## config.mk

```make
export PLATFORM = sky130hd
export DESIGN_NAME = owl_link
export DESIGN_NICKNAME = d
export VERILOG_FILES = /design/src/owl_pkg.sv /design/src/owl_link.sv
export SDC_FILE = /design/constraint.sdc
export NUM_CORES = 1
export LEC_CHECK = 0
export BUFFER_PORTS_ARGS = -buffer_cell sky130_fd_sc_hd__buf_2
export CAP_MARGIN = 25
export CORE_MARGIN = 5
export CORE_UTILIZATION = 59
export DETAILED_ROUTE_END_ITERATION = 10
export GPL_TIMING_DRIVEN = 0
export PLACE_DENSITY = 0.9
export SYNTH_ARGS = -nofsm -noshare
export SYNTH_HDL_FRONTEND = slang
export SYNTH_SLANG_ARGS = --single-unit
```

## constraint.sdc

```tcl
create_clock -name clock_i -period 4.4 [get_ports clock_i]
set_input_delay 1.1 -clock clock_i [delete_from_list [all_inputs] [get_ports clock_i]]
set_output_delay 1.1 -clock clock_i [all_outputs]
set_load 0.1 [all_outputs]
```

## src/owl_pkg.sv

```systemverilog
/*
  Constants and types for the one-wire calibration link.
  Assumes a single 40 MHz clock; all timing figures are derived from it here.
*/
package owl_pkg;
  localparam int unsigned CLK_HZ       = 40_000_000;
  localparam int unsigned CLK_NS       = 1_000_000_000 / CLK_HZ;

  // Times in ns
  localparam int unsigned BIT_FAST_NS  = 31_250;
  localparam int unsigned BIT_SLOW_NS  = 125_000;
  localparam int unsigned STOP_NS      = 32_000;
  localparam int unsigned WIN_NS       = 6_000_000;
  localparam int unsigned IDLE0_NS     = 1_000_000;
  localparam int unsigned IDLE1_NS     = 4_850_000;
  localparam int unsigned IDLE2_NS     = 22_500_000;
  localparam int unsigned IDLE3_NS     = 118_000_000;
  localparam int unsigned PON_NS       = 128_000;
  localparam int unsigned SETL_NS      = 64_000;
  localparam int unsigned CONV_NS      = 768_000;
  localparam int unsigned CALC_NS      = 160_000;
  localparam int unsigned RX_TO_NS     = 500_000;

  localparam int unsigned BIT_FAST_CYC = (BIT_FAST_NS + CLK_NS - 1) / CLK_NS;
  localparam int unsigned BIT_SLOW_CYC = (BIT_SLOW_NS + CLK_NS - 1) / CLK_NS;
  localparam int unsigned STOP_CYC     = (STOP_NS + CLK_NS - 1) / CLK_NS;
  localparam int unsigned WIN_CYC      = (WIN_NS + CLK_NS - 1) / CLK_NS;
  localparam int unsigned IDLE0_CYC    = (IDLE0_NS + CLK_NS - 1) / CLK_NS;
  localparam int unsigned IDLE1_CYC    = (IDLE1_NS + CLK_NS - 1) / CLK_NS;
  localparam int unsigned IDLE2_CYC    = (IDLE2_NS + CLK_NS - 1) / CLK_NS;
  localparam int unsigned IDLE3_CYC    = (IDLE3_NS + CLK_NS - 1) / CLK_NS;
  localparam int unsigned PON_CYC      = (PON_NS + CLK_NS - 1) / CLK_NS;
  localparam int unsigned SETL_CYC     = (SETL_NS + CLK_NS - 1) / CLK_NS;
  localparam int unsigned CONV_CYC     = (CONV_NS + CLK_NS - 1) / CLK_NS;
  localparam int unsigned CALC_CYC     = (CALC_NS + CLK_NS - 1) / CLK_NS;
  localparam int unsigned RX_TO_CYC    = (RX_TO_NS + CLK_NS - 1) / CLK_NS;

  localparam int unsigned FRAME_BITS   = 19;
  localparam int unsigned BYTE_BITS    = 10;
  localparam int unsigned MEM_BYTES    = 14;

  localparam logic [7:0] ACK_BYTE          = 8'ha5;
  localparam logic [7:0] CMD_ENTER_SESSION = 8'h50;
  localparam logic [7:0] CMD_BEGIN_NORMAL  = 8'h40;
  localparam logic [7:0] DATA_BEGIN_NORMAL = 8'h00;
  localparam logic [7:0] CMD_READ_MEMORY   = 8'h00;

  localparam logic [1:0] RATE_1MS          = 2'h0;
  // Temperature interval indexed by update rate code
  localparam logic [3:0][7:0] TEMP_EVERY   = {8'h08, 8'h10, 8'h40, 8'h80};

  typedef enum logic [1:0] {MD_WINDOW, MD_SESSION, MD_NORMAL} owl_mode_t;
  typedef enum logic [2:0] {SQ_GAP, SQ_PON, SQ_SETL, SQ_CONV, SQ_CALC, SQ_LOAD,
                            SQ_SEND} owl_seq_t;
  typedef enum logic [1:0] {RX_IDLE, RX_LOW, RX_HIGH} owl_rx_t;
  typedef enum logic [1:0] {TX_IDLE, TX_LOW, TX_HIGH, TX_STOP} owl_tx_t;
endpackage

```

## src/owl_link.sv

```systemverilog
/*
  Device end of the one-wire calibration link: frame receiver, byte
  transmitter, power-up command window, command session and output pacing.
  Assumes line_i is synchronous to clock_i and that the analog and
  correction logic answer cmd_valid_o with cmd_done_i on success.
*/
//
// Contract
// - Check both parities and edge time-outs
// - Send A5 after successful command
// - Bytes are start, eight data, parity
// - Bridge high byte first, top bits zero
// - Hold line high 32 us between bytes
// - Temperature mode sends three data bytes
// - Memory readout is fourteen byte packet
// - Idle gap between packets per rate
// - Bit rate 32 kHz or 8 kHz
// - Temperature measured every 128/64/16/8 outputs
// - Slow rates power down, then settle phases
// - Listen 6 ms after reset, then normal
// - Only enter-session first opens command session
// - Session executes commands until begin-normal
// - Normal mode presents configured output type
// - Bits duty coded 50/75/25 percent
// - Enter-session command byte is 50h
// - Begin-normal is 40h with data 00h
`timescale 1ns/1ps
module owl_link import owl_pkg::*; #(
  parameter int unsigned WIN_CYCLES   = WIN_CYC,
  parameter int unsigned IDLE0_CYCLES = IDLE0_CYC,
  parameter int unsigned IDLE1_CYCLES = IDLE1_CYC,
  parameter int unsigned IDLE2_CYCLES = IDLE2_CYC,
  parameter int unsigned IDLE3_CYCLES = IDLE3_CYC,
  parameter int unsigned SLOW_CYCLES  = BIT_SLOW_CYC,
  parameter int unsigned PON_CYCLES   = PON_CYC,
  parameter int unsigned CONV_CYCLES  = CONV_CYC,
  parameter int unsigned CALC_CYCLES  = CALC_CYC,
  parameter int unsigned RXTO_CYCLES  = RX_TO_CYC
) (
  // Clock and reset
  input  wire logic         clock_i,
  input  wire logic         reset_i,
  // One-wire line
  input  wire logic         line_i,
  output logic              line_o,
  output logic              line_oe_n_o,
  // Stored configuration
  input  wire logic [1:0]   update_rate_i,
  input  wire logic [1:0]   out_cfg_i,
  // Measurement and memory data
  input  wire logic [13:0]  bridge_i,
  input  wire logic [7:0]   temp_i,
  input  wire logic [111:0] mem_data_i,
  // Command execution
  input  wire logic         cmd_done_i,
  output logic              cmd_valid_o,
  output logic [7:0]        cmd_byte_o,
  output logic [7:0]        cmd_data_o,
  // Status
  output logic              enter_command_session_o,
  output logic              normal_measurement_mode_o,
  output logic              frame_err_o,
  output logic              meas_start_o,
  output logic              temp_meas_o,
  output logic              power_down_o,
  output logic [1:0]        out_sel_o
);
  localparam int unsigned PHASES = PON_CYCLES + SETL_CYC + CONV_CYCLES + CALC_CYCLES;

  if (IDLE1_CYCLES <= PHASES || IDLE2_CYCLES <= PHASES || IDLE3_CYCLES <= PHASES ||
      IDLE0_CYCLES == 0 || SLOW_CYCLES < 4 || SLOW_CYCLES >= 8192 || RXTO_CYCLES >= 65536 ||
      IDLE3_CYCLES >= 2**24 || WIN_CYCLES >= 2**24 || WIN_CYCLES == 0) begin : g_chk
    $error("owl_link: timing parameters out of range");
  end

  typedef struct packed {
    owl_mode_t        mode;
    owl_seq_t         seq;
    logic [23:0]      tmr;
    owl_rx_t          rx;
    logic [15:0]      rx_cnt;
    logic [15:0]      rx_ref;
    logic [4:0]       rx_n;
    logic [17:0]      rx_sh;
    logic             rx_prev;
    owl_tx_t          tx;
    logic             tx_busy;
    logic [12:0]      tx_per;
    logic [12:0]      bit_tmr;
    logic [3:0]       bit_idx;
    logic [8:0]       tx_word;
    logic [3:0]       tx_left;
    logic [13:0][7:0] pkt;
    logic             pend_ack;
    logic [7:0]       temp_cnt;
    logic             line;
    logic             oe_n;
    logic             cmd_valid;
    logic [7:0]       cmd_byte;
    logic [7:0]       cmd_data;
    logic             frame_err;
    logic             meas_start;
    logic             temp_meas;
    logic             power_down;
    logic [1:0]       out_sel;
    logic             sess;
    logic             norm;
  } owl_state_t;

  owl_state_t   q;
  owl_state_t   n;
  logic         fall;
  logic         rise;
  logic         bitv;
  logic         nb;
  logic         frame_done;
  logic         frame_ok;
  logic         frame_bad;
  logic         go;
  logic [17:0]  sh;
  logic [111:0] go_pkt;
  logic [3:0]   go_len;
  logic [7:0]   rx_cmd;
  logic [7:0]   rx_dat;

  assign rx_cmd = sh[17:10];
  assign rx_dat = sh[8:1];

  // High time of a bit: start 50 %, one 75 %, zero 25 %
  function automatic logic [12:0] hi_cyc(input logic st, input logic b, input logic [12:0] p);
    if (st) return p >> 1;
    return b ? p - (p >> 2) : p >> 2;
  endfunction

  // Gap after a packet; slow rates leave room for the wake-up phases
  function automatic logic [23:0] gap_cyc(input logic [1:0] r);
    unique case (r)
      2'h0: return 24'(IDLE0_CYCLES - 1);
      2'h1: return 24'(IDLE1_CYCLES - PHASES - 1);
      2'h2: return 24'(IDLE2_CYCLES - PHASES - 1);
      2'h3: return 24'(IDLE3_CYCLES - PHASES - 1);
    endcase
  endfunction

  always_comb begin
    n = q;
    n.cmd_valid = 1'b0;
    n.meas_start = 1'b0;
    n.rx_prev = line_i;
    fall = q.rx_prev & ~line_i;
    rise = ~q.rx_prev & line_i;
    bitv = q.rx_cnt < q.rx_ref;  // Shorter low than the start bit is a one
    sh = {q.rx_sh[16:0], bitv};
    frame_done = 1'b0;
    frame_bad = 1'b0;
    go = 1'b0;
    go_pkt = '0;
    go_len = '0;
    nb = (q.bit_idx == 4'h0) ? q.tx_word[8] : q.tx_word[7];

    // Listen only while not talking: the line is half duplex
    unique case (q.rx)
      RX_IDLE: begin
        if (q.mode != MD_NORMAL && !q.tx_busy && fall) begin
          n.rx = RX_LOW;
          n.rx_cnt = '0;
          n.rx_n = '0;
        end
      end
      RX_LOW: begin
        n.rx_cnt = q.rx_cnt + 16'h1;
        if (rise) begin
          n.rx_cnt = '0;
          n.rx_n = q.rx_n + 5'h1;
          n.rx = RX_HIGH;
          if (q.rx_n == 5'h0) n.rx_ref = q.rx_cnt;
          else n.rx_sh = sh;
          if (q.rx_n == 5'(FRAME_BITS - 1)) begin
            frame_done = 1'b1;
            n.rx = RX_IDLE;
          end
        end
      end
      RX_HIGH: begin
        n.rx_cnt = q.rx_cnt + 16'h1;
        if (fall) begin
          n.rx = RX_LOW;
          n.rx_cnt = '0;
        end
      end
      default: n.rx = RX_IDLE;
    endcase
    if (q.rx != RX_IDLE && !rise && !fall && q.rx_cnt == 16'(RXTO_CYCLES - 1)) begin
      n.rx = RX_IDLE;
      frame_bad = 1'b1;
    end
    frame_ok = frame_done && !(^sh[17:9]) && !(^sh[8:0]);
    if (frame_done && !frame_ok) frame_bad = 1'b1;
    n.frame_err = frame_bad;  // Dropped: nothing below sees it

    // Transmitter: each byte is start, eight data bits MSB first, even parity
    unique case (q.tx)
      TX_IDLE: n.bit_tmr = '0;
      TX_LOW: begin
        if (q.bit_tmr == 13'h0) begin
          n.tx = TX_HIGH;
          n.line = 1'b1;
          n.bit_tmr = hi_cyc(q.bit_idx == 4'h0, q.tx_word[8], q.tx_per) - 13'h1;
        end else n.bit_tmr = q.bit_tmr - 13'h1;
      end
      TX_HIGH: begin
        if (q.bit_tmr != 13'h0) n.bit_tmr = q.bit_tmr - 13'h1;
        else if (q.bit_idx == 4'(BYTE_BITS - 1)) begin
          n.tx_left = q.tx_left - 4'h1;
          if (q.tx_left == 4'h1) begin
            n.tx = TX_IDLE;
            n.tx_busy = 1'b0;
            n.oe_n = 1'b1;
          end else begin
            n.tx = TX_STOP;
            n.bit_tmr = 13'(STOP_CYC - 1);
          end
        end else begin
          n.bit_idx = q.bit_idx + 4'h1;
          if (q.bit_idx != 4'h0) n.tx_word = {q.tx_word[7:0], 1'b0};
          n.tx = TX_LOW;
          n.line = 1'b0;
          n.bit_tmr = q.tx_per - hi_cyc(1'b0, nb, q.tx_per) - 13'h1;
        end
      end
      TX_STOP: begin
        if (q.bit_tmr != 13'h0) n.bit_tmr = q.bit_tmr - 13'h1;
        else begin
          n.tx_word = {q.pkt[0], ^q.pkt[0]};
          n.pkt = q.pkt >> 8;
          n.bit_idx = 4'h0;
          n.tx = TX_LOW;
          n.line = 1'b0;
          n.bit_tmr = q.tx_per - hi_cyc(1'b1, 1'b0, q.tx_per) - 13'h1;
        end
      end
    endcase

    unique case (q.mode)
      MD_WINDOW: begin
        n.tmr = q.tmr - 24'h1;
        if (frame_ok && rx_cmd == CMD_ENTER_SESSION) begin
          n.mode = MD_SESSION;
          go = 1'b1;
          go_pkt = 112'(ACK_BYTE);
          go_len = 4'h1;
        end else if (q.tmr == 24'h0) begin
          n.mode = MD_NORMAL;
          n.seq = SQ_GAP;
          n.tmr = gap_cyc(update_rate_i);
        end
      end
      MD_SESSION: begin
        if (q.pend_ack && cmd_done_i) begin
          n.pend_ack = 1'b0;
          go = 1'b1;
          go_pkt = 112'(ACK_BYTE);
          go_len = 4'h1;
        end
        if (frame_ok) begin
          if (rx_cmd == CMD_BEGIN_NORMAL && rx_dat == DATA_BEGIN_NORMAL) begin
            n.mode = MD_NORMAL;
            n.seq = SQ_GAP;
            n.tmr = gap_cyc(update_rate_i);
            go = 1'b1;
            go_pkt = 112'(ACK_BYTE);
            go_len = 4'h1;
          end else if (rx_cmd == CMD_ENTER_SESSION) begin
            go = 1'b1;
            go_pkt = 112'(ACK_BYTE);
            go_len = 4'h1;
          end else if (rx_cmd == CMD_READ_MEMORY) begin
            go = 1'b1;
            go_pkt = mem_data_i;
            go_len = 4'(MEM_BYTES);
          end else begin
            n.cmd_valid = 1'b1;
            n.cmd_byte = rx_cmd;
            n.cmd_data = rx_dat;
            n.pend_ack = 1'b1;
          end
        end
      end
      MD_NORMAL: begin
        if (q.tmr != 24'h0 && q.seq inside {SQ_GAP, SQ_PON, SQ_SETL, SQ_CONV, SQ_CALC})
          n.tmr = q.tmr - 24'h1;
        else begin
          unique case (q.seq)
            SQ_GAP: begin
              if (update_rate_i == RATE_1MS) n.seq = SQ_LOAD;
              else begin
                n.seq = SQ_PON;
                n.tmr = 24'(PON_CYCLES - 1);
              end
            end
            SQ_PON: begin
              n.seq = SQ_SETL;
              n.tmr = 24'(SETL_CYC - 1);
            end
            SQ_SETL: begin
              n.seq = SQ_CONV;
              n.tmr = 24'(CONV_CYCLES - 1);
            end
            SQ_CONV: begin
              n.seq = SQ_CALC;
              n.tmr = 24'(CALC_CYCLES - 1);
            end
            SQ_CALC: n.seq = SQ_LOAD;
            SQ_LOAD: begin
              if (!q.tx_busy) begin
                n.meas_start = 1'b1;
                n.temp_meas = q.temp_cnt == 8'h0;
                n.temp_cnt = (q.temp_cnt >= TEMP_EVERY[update_rate_i] - 8'h1) ? 8'h0
                                                                         : q.temp_cnt + 8'h1;
                if (out_cfg_i[1]) begin
                  go = 1'b1;
                  go_pkt = {88'h0, temp_i, bridge_i[7:0], 2'b00, bridge_i[13:8]};
                  go_len = out_cfg_i[0] ? 4'h3 : 4'h2;
                end
                n.seq = SQ_SEND;
              end
            end
            SQ_SEND: begin
              if (!q.tx_busy) begin
                n.seq = SQ_GAP;
                n.tmr = gap_cyc(update_rate_i);
              end
            end
          endcase
        end
      end
      default: n.mode = MD_WINDOW;
    endcase

    // A packet starts through a zero-length stop so the byte loader is shared
    if (go) begin
      n.pkt = go_pkt;
      n.tx_left = go_len;
      n.tx_busy = 1'b1;
      n.tx = TX_STOP;
      n.bit_tmr = '0;
      n.oe_n = 1'b0;
      n.line = 1'b1;
      n.tx_per = update_rate_i[1] ? 13'(SLOW_CYCLES) : 13'(BIT_FAST_CYC);
    end
    n.power_down = n.mode == MD_NORMAL && n.seq == SQ_GAP && update_rate_i != RATE_1MS;
    if (n.mode == MD_NORMAL) n.out_sel = out_cfg_i;
    // Mode flags are registered so the outputs need no decode
    n.sess = n.mode == MD_SESSION;
    n.norm = n.mode == MD_NORMAL;
  end

  always_ff @(posedge clock_i) begin
    if (reset_i) begin
      q <= '0;
      q.tmr <= 24'(WIN_CYCLES - 1);
      q.line <= 1'b1;
      q.oe_n <= 1'b1;
      q.rx_prev <= 1'b1;
    end else begin
      q <= n;
    end
  end

  assign line_o = q.line;
  assign line_oe_n_o = q.oe_n;
  assign cmd_valid_o = q.cmd_valid;
  assign cmd_byte_o = q.cmd_byte;
  assign cmd_data_o = q.cmd_data;
  assign enter_command_session_o = q.sess;
  assign normal_measurement_mode_o = q.norm;
  assign frame_err_o = q.frame_err;
  assign meas_start_o = q.meas_start;
  assign temp_meas_o = q.temp_meas;
  assign power_down_o = q.power_down;
  assign out_sel_o = q.out_sel;
endmodule

```

==> qor.yml <==
grt_overflow_total: 0
portBuffers: 168
path_class: "reg -> reg"
cts_htree_levels: 1
dieArea_um2: 28620
ir_worst_vdd_mv: 0.3617
use_met1_pct: 37.39
nNetsFinal: 2347
syn_avg_cell_area_um2: 7.696
grt_pass1_vias: 14650
worst_pin_slew_ns: 0.8286
hold_viol_final: 0
synth_fp_nets: 2149
fin_skew_ns: 0.01583
dieWidth_um: 169.2
yosys.area_share.simple_pct: 22.34
cts_buffer_depth: 3
die_h_um: 169.2
synth_mux_area_share_pct: 2.629
synth_top_area_cell: "dfxtp_1"
grt_setup_unrepaired: "no"
antenna_found_initial: 2
drv_cap: 0
syn_to_final_growth_pct: 14.83
synth-edff-count: 0
numCtsBuffers: 29
rows: 58
synthDistinctLibCells: 86
met3_usage_pct: 4.845
hp-class: "reg -> reg"
power.density_nw_per_um2: 378.6
ant_nets: 0
grt_max_degree: 16
finalPower_mw: 6.497
synth-compound-area-share_pct: 23.16
max_clock_freq_ghz: 0.2432
holdPathStages: 2
required_ns: 4.81
clkTransAtPathRegs_ns: 0.06
drc: 0
max_slew_margin_pct: 43.98
vias_per_cell: 6.193
cp_cell_sequence: "inv_1 > ha_1 > nor3b_2 > clkbuf_2 > mux2_2 > clkbuf_1 > nor2_1 > a21oi_1 > ha_1 > ha_1 > a21oi_1 > o21ai_0 > a21oi_1 > nor2b_1 > o21ai_0 > nand2_1 > xor2_1 > a32oi_1 > a211oi_1"
wire_per_inst_um: 18.28
holdCritStartpoint: "temp_meas_o"
clock_latency_ns: 0.56
cts_tree: "built"
fin_crit_ns: 4.111
worst_setup_path_start_kind: "flop"
gp_congestion: 0.9842
setup-violations-final: 0
synth-main-ff-cell: "dfxtp_1"
r2r_end: "q[176]"
slew_violations: 0
busiest_layer: "met2"
crit_path_end_kind: "flop"
p_leak_nw: 6.578
yosys_warnings: 0
synth_area_leaders: "dfxtp_1, nand2_1, nor2_1"
async_flop_share_pct: 0
cts-root-buf: "clkbuf_16"
use_met2_pct: 49.05
grt_usage_pct: 29.88
fin_crit_sh_pct: 93.44
timing.rr.start: "q[161]"
clock_sinks: 270
outcome: "complete, no violations"
synth_area_um2: 14950
coreArea_um2: 25040
slowest_delay_ns: 0.40
drive_above_1_share_pct: 13.74
crit_path_max_fanout: 10
grt_pass1_wl_um: 71750
ios: 169
r2r_slack_ns: 0.29
first_iter_violations: 1727
synth-seq-area-share_pct: 36.17
slowest_stage: "mux2_2"
rr_worst_depth: 19
final.setup.tns_ns: 0
drt-total-wl_um: 45560
initial_core_util_pct: 59.70
dpl.hpwl_um: 33770
dpl-instance-area_um2: 16200
syn_inst: 1942
synth-xor-area-share_pct: 4.487
ys_seq_elements: 270
synth.top_cell.area_share_pct: 36.17
hold_path_end: "temp_meas_o"
synthAdderAreaFrac_pct: 5.542
vias: 15440
synth_top_family_by_area: "compound AO/OA/AOI/OAI gates"
crit_arrival_ns: 4.52
first_pass_iters: 6
final_area_um2: 17160
-- layout make-up --
class	instances	area, um^2
Buffer	138	633.1
Sequential cell	270	5405
Tap cell	330	412.9
Clock buffer	42	834.6
Timing Repair Buffer	168	840.8
Inverter	57	214.0
Antenna cell	1	2.502
Fill cell	1981	7875
Clock inverter	11	122.6
Multi-Input combinational cell	1476	8696
-- where the power goes --
group	switching (mW)	total, mW	internal, mW
Combinational	0.915	1.39	0.473
Sequential	0.0814	2.64	2.56
Clock	1.03	2.47	1.44
Total	2.03	6.50	4.47
-- cells by family (layout without fill, tap and decap cells) --
| family | count (synthesis) | after routing |
|---|---|---|
| xor+xnor | 75 | 75 |
| mux | 39 | 39 |
| flops | 270 | 270 |
| compound gates | 545 | 545 |
| buf+inv | 196 | 416 |
| simple gates | 752 | 752 |
| fa+ha+maj | 65 | 65 |
| other cells | 0 | 1 |
-- layer usage --
metal  wire length (um)  vias up
met3               3640      218
met2              21110      819
met5                 25        -
met1              17990     7173
li1                   -     7226
met4               2796        4
-- worst max path at each step --
stage / start / to / depth (start not counted)
detailed placement: q[161] / q[176] / 19
global placement: q[161] / q[176] / 19
floorplan: q[161] / q[176] / 19
global route: q[161] / q[176] / 19
CTS: q[161] / q[176] / 19
finish: q[161] / q[176] / 19
-- cells in the mapped netlist (all sizes together) (3+ instances only) --
cell type  count
or2           11
dfxtp        270
nand3b         4
mux2i         37
a21boi         3
a2111oi        3
nor3b          7
a22oi         20
o211ai        10
nand2        285
a221oi        21
ha            63
nor2         273
o2bb2ai        3
nor4          16
buf           47
nor3          39
o31a           3
a211oi       101
o31ai          7
or3           11
clkbuf        92
nor4b          4
a311oi        11
and2           6
nand4         14
a21o          12
nand2b        16
o21ai        139
nor2b          9
a21oi        158
o21a           5
inv           56
nand3         32
xnor2         42
or4           10
xor2          32
o22ai         11
a31oi         15
a2111o         3
and3           8
-- flip-flops by register name, summed over array words and instances, names as in the netlist --
register / flops
q: 243
cmd_byte_o: 8
cmd_data_o: 8
out_sel_o: 2
cmd_valid_o: 1
enter_command_session_o: 1
frame_err_o: 1
line_o: 1
line_oe_n_o: 1
meas_start_o: 1
normal_measurement_mode_o: 1
power_down_o: 1
temp_meas_o: 1
-- layout by cell type, fill, tap and decap left out, drive strengths merged, types with 12 or more instances in the layout --
master and count:
nand3 32, o21ai 139, a22oi 20, nor3 39
ha 63, buf 214, nand2b 16, mux2i 37
inv 60, nand4 14, a211oi 101, a221oi 21
clkbuf 134, dfxtp 270, a31oi 15, nand2 285
nor2 273, nor4 16, a21oi 158, xnor2 42
a21o 12, xor2 32
-- metrics by stage --
step / instances / util, % / setup WS (ns) / hold slack, ns
finish: 2493 / 68.55 / 0.2886 / 0.4588
floorplan: 1942 / - / 0.8485 / 0.4322
detailed placement: 2440 / 64.70 / 0.03232 / 0.4507
CTS: 2493 / 68.53 / 0.01843 / 0.4596
global route: 2492 / 68.54 / 0.01890 / 0.4774
global placement: 2440 / 64.70 / 0.1715 / 0.4402
-- critical path, delay by kind of cell (launching register included) --
family                   cells  cell delay, ns
AND/OR/NAND/NOR              4            0.75
adder cells (fa/ha/maj)      3            0.61
multiplexers                 1            0.40
XOR/XNOR                     1            0.16
flip-flops                   1            0.37
AO/OA/AOI/OAI                7            1.04
buffers and inverters        3            0.61
-- repair_timing --
item                                    in CTS  in global routing
resized for setup                            0                  3
endpoints found under the setup margin       0                  3
buffers inserted                             0                  0
hold buffers                                 0                  0
endpoints found under the hold margin        0                  0
No activity file was read; power rests on OpenSTA's default activity.
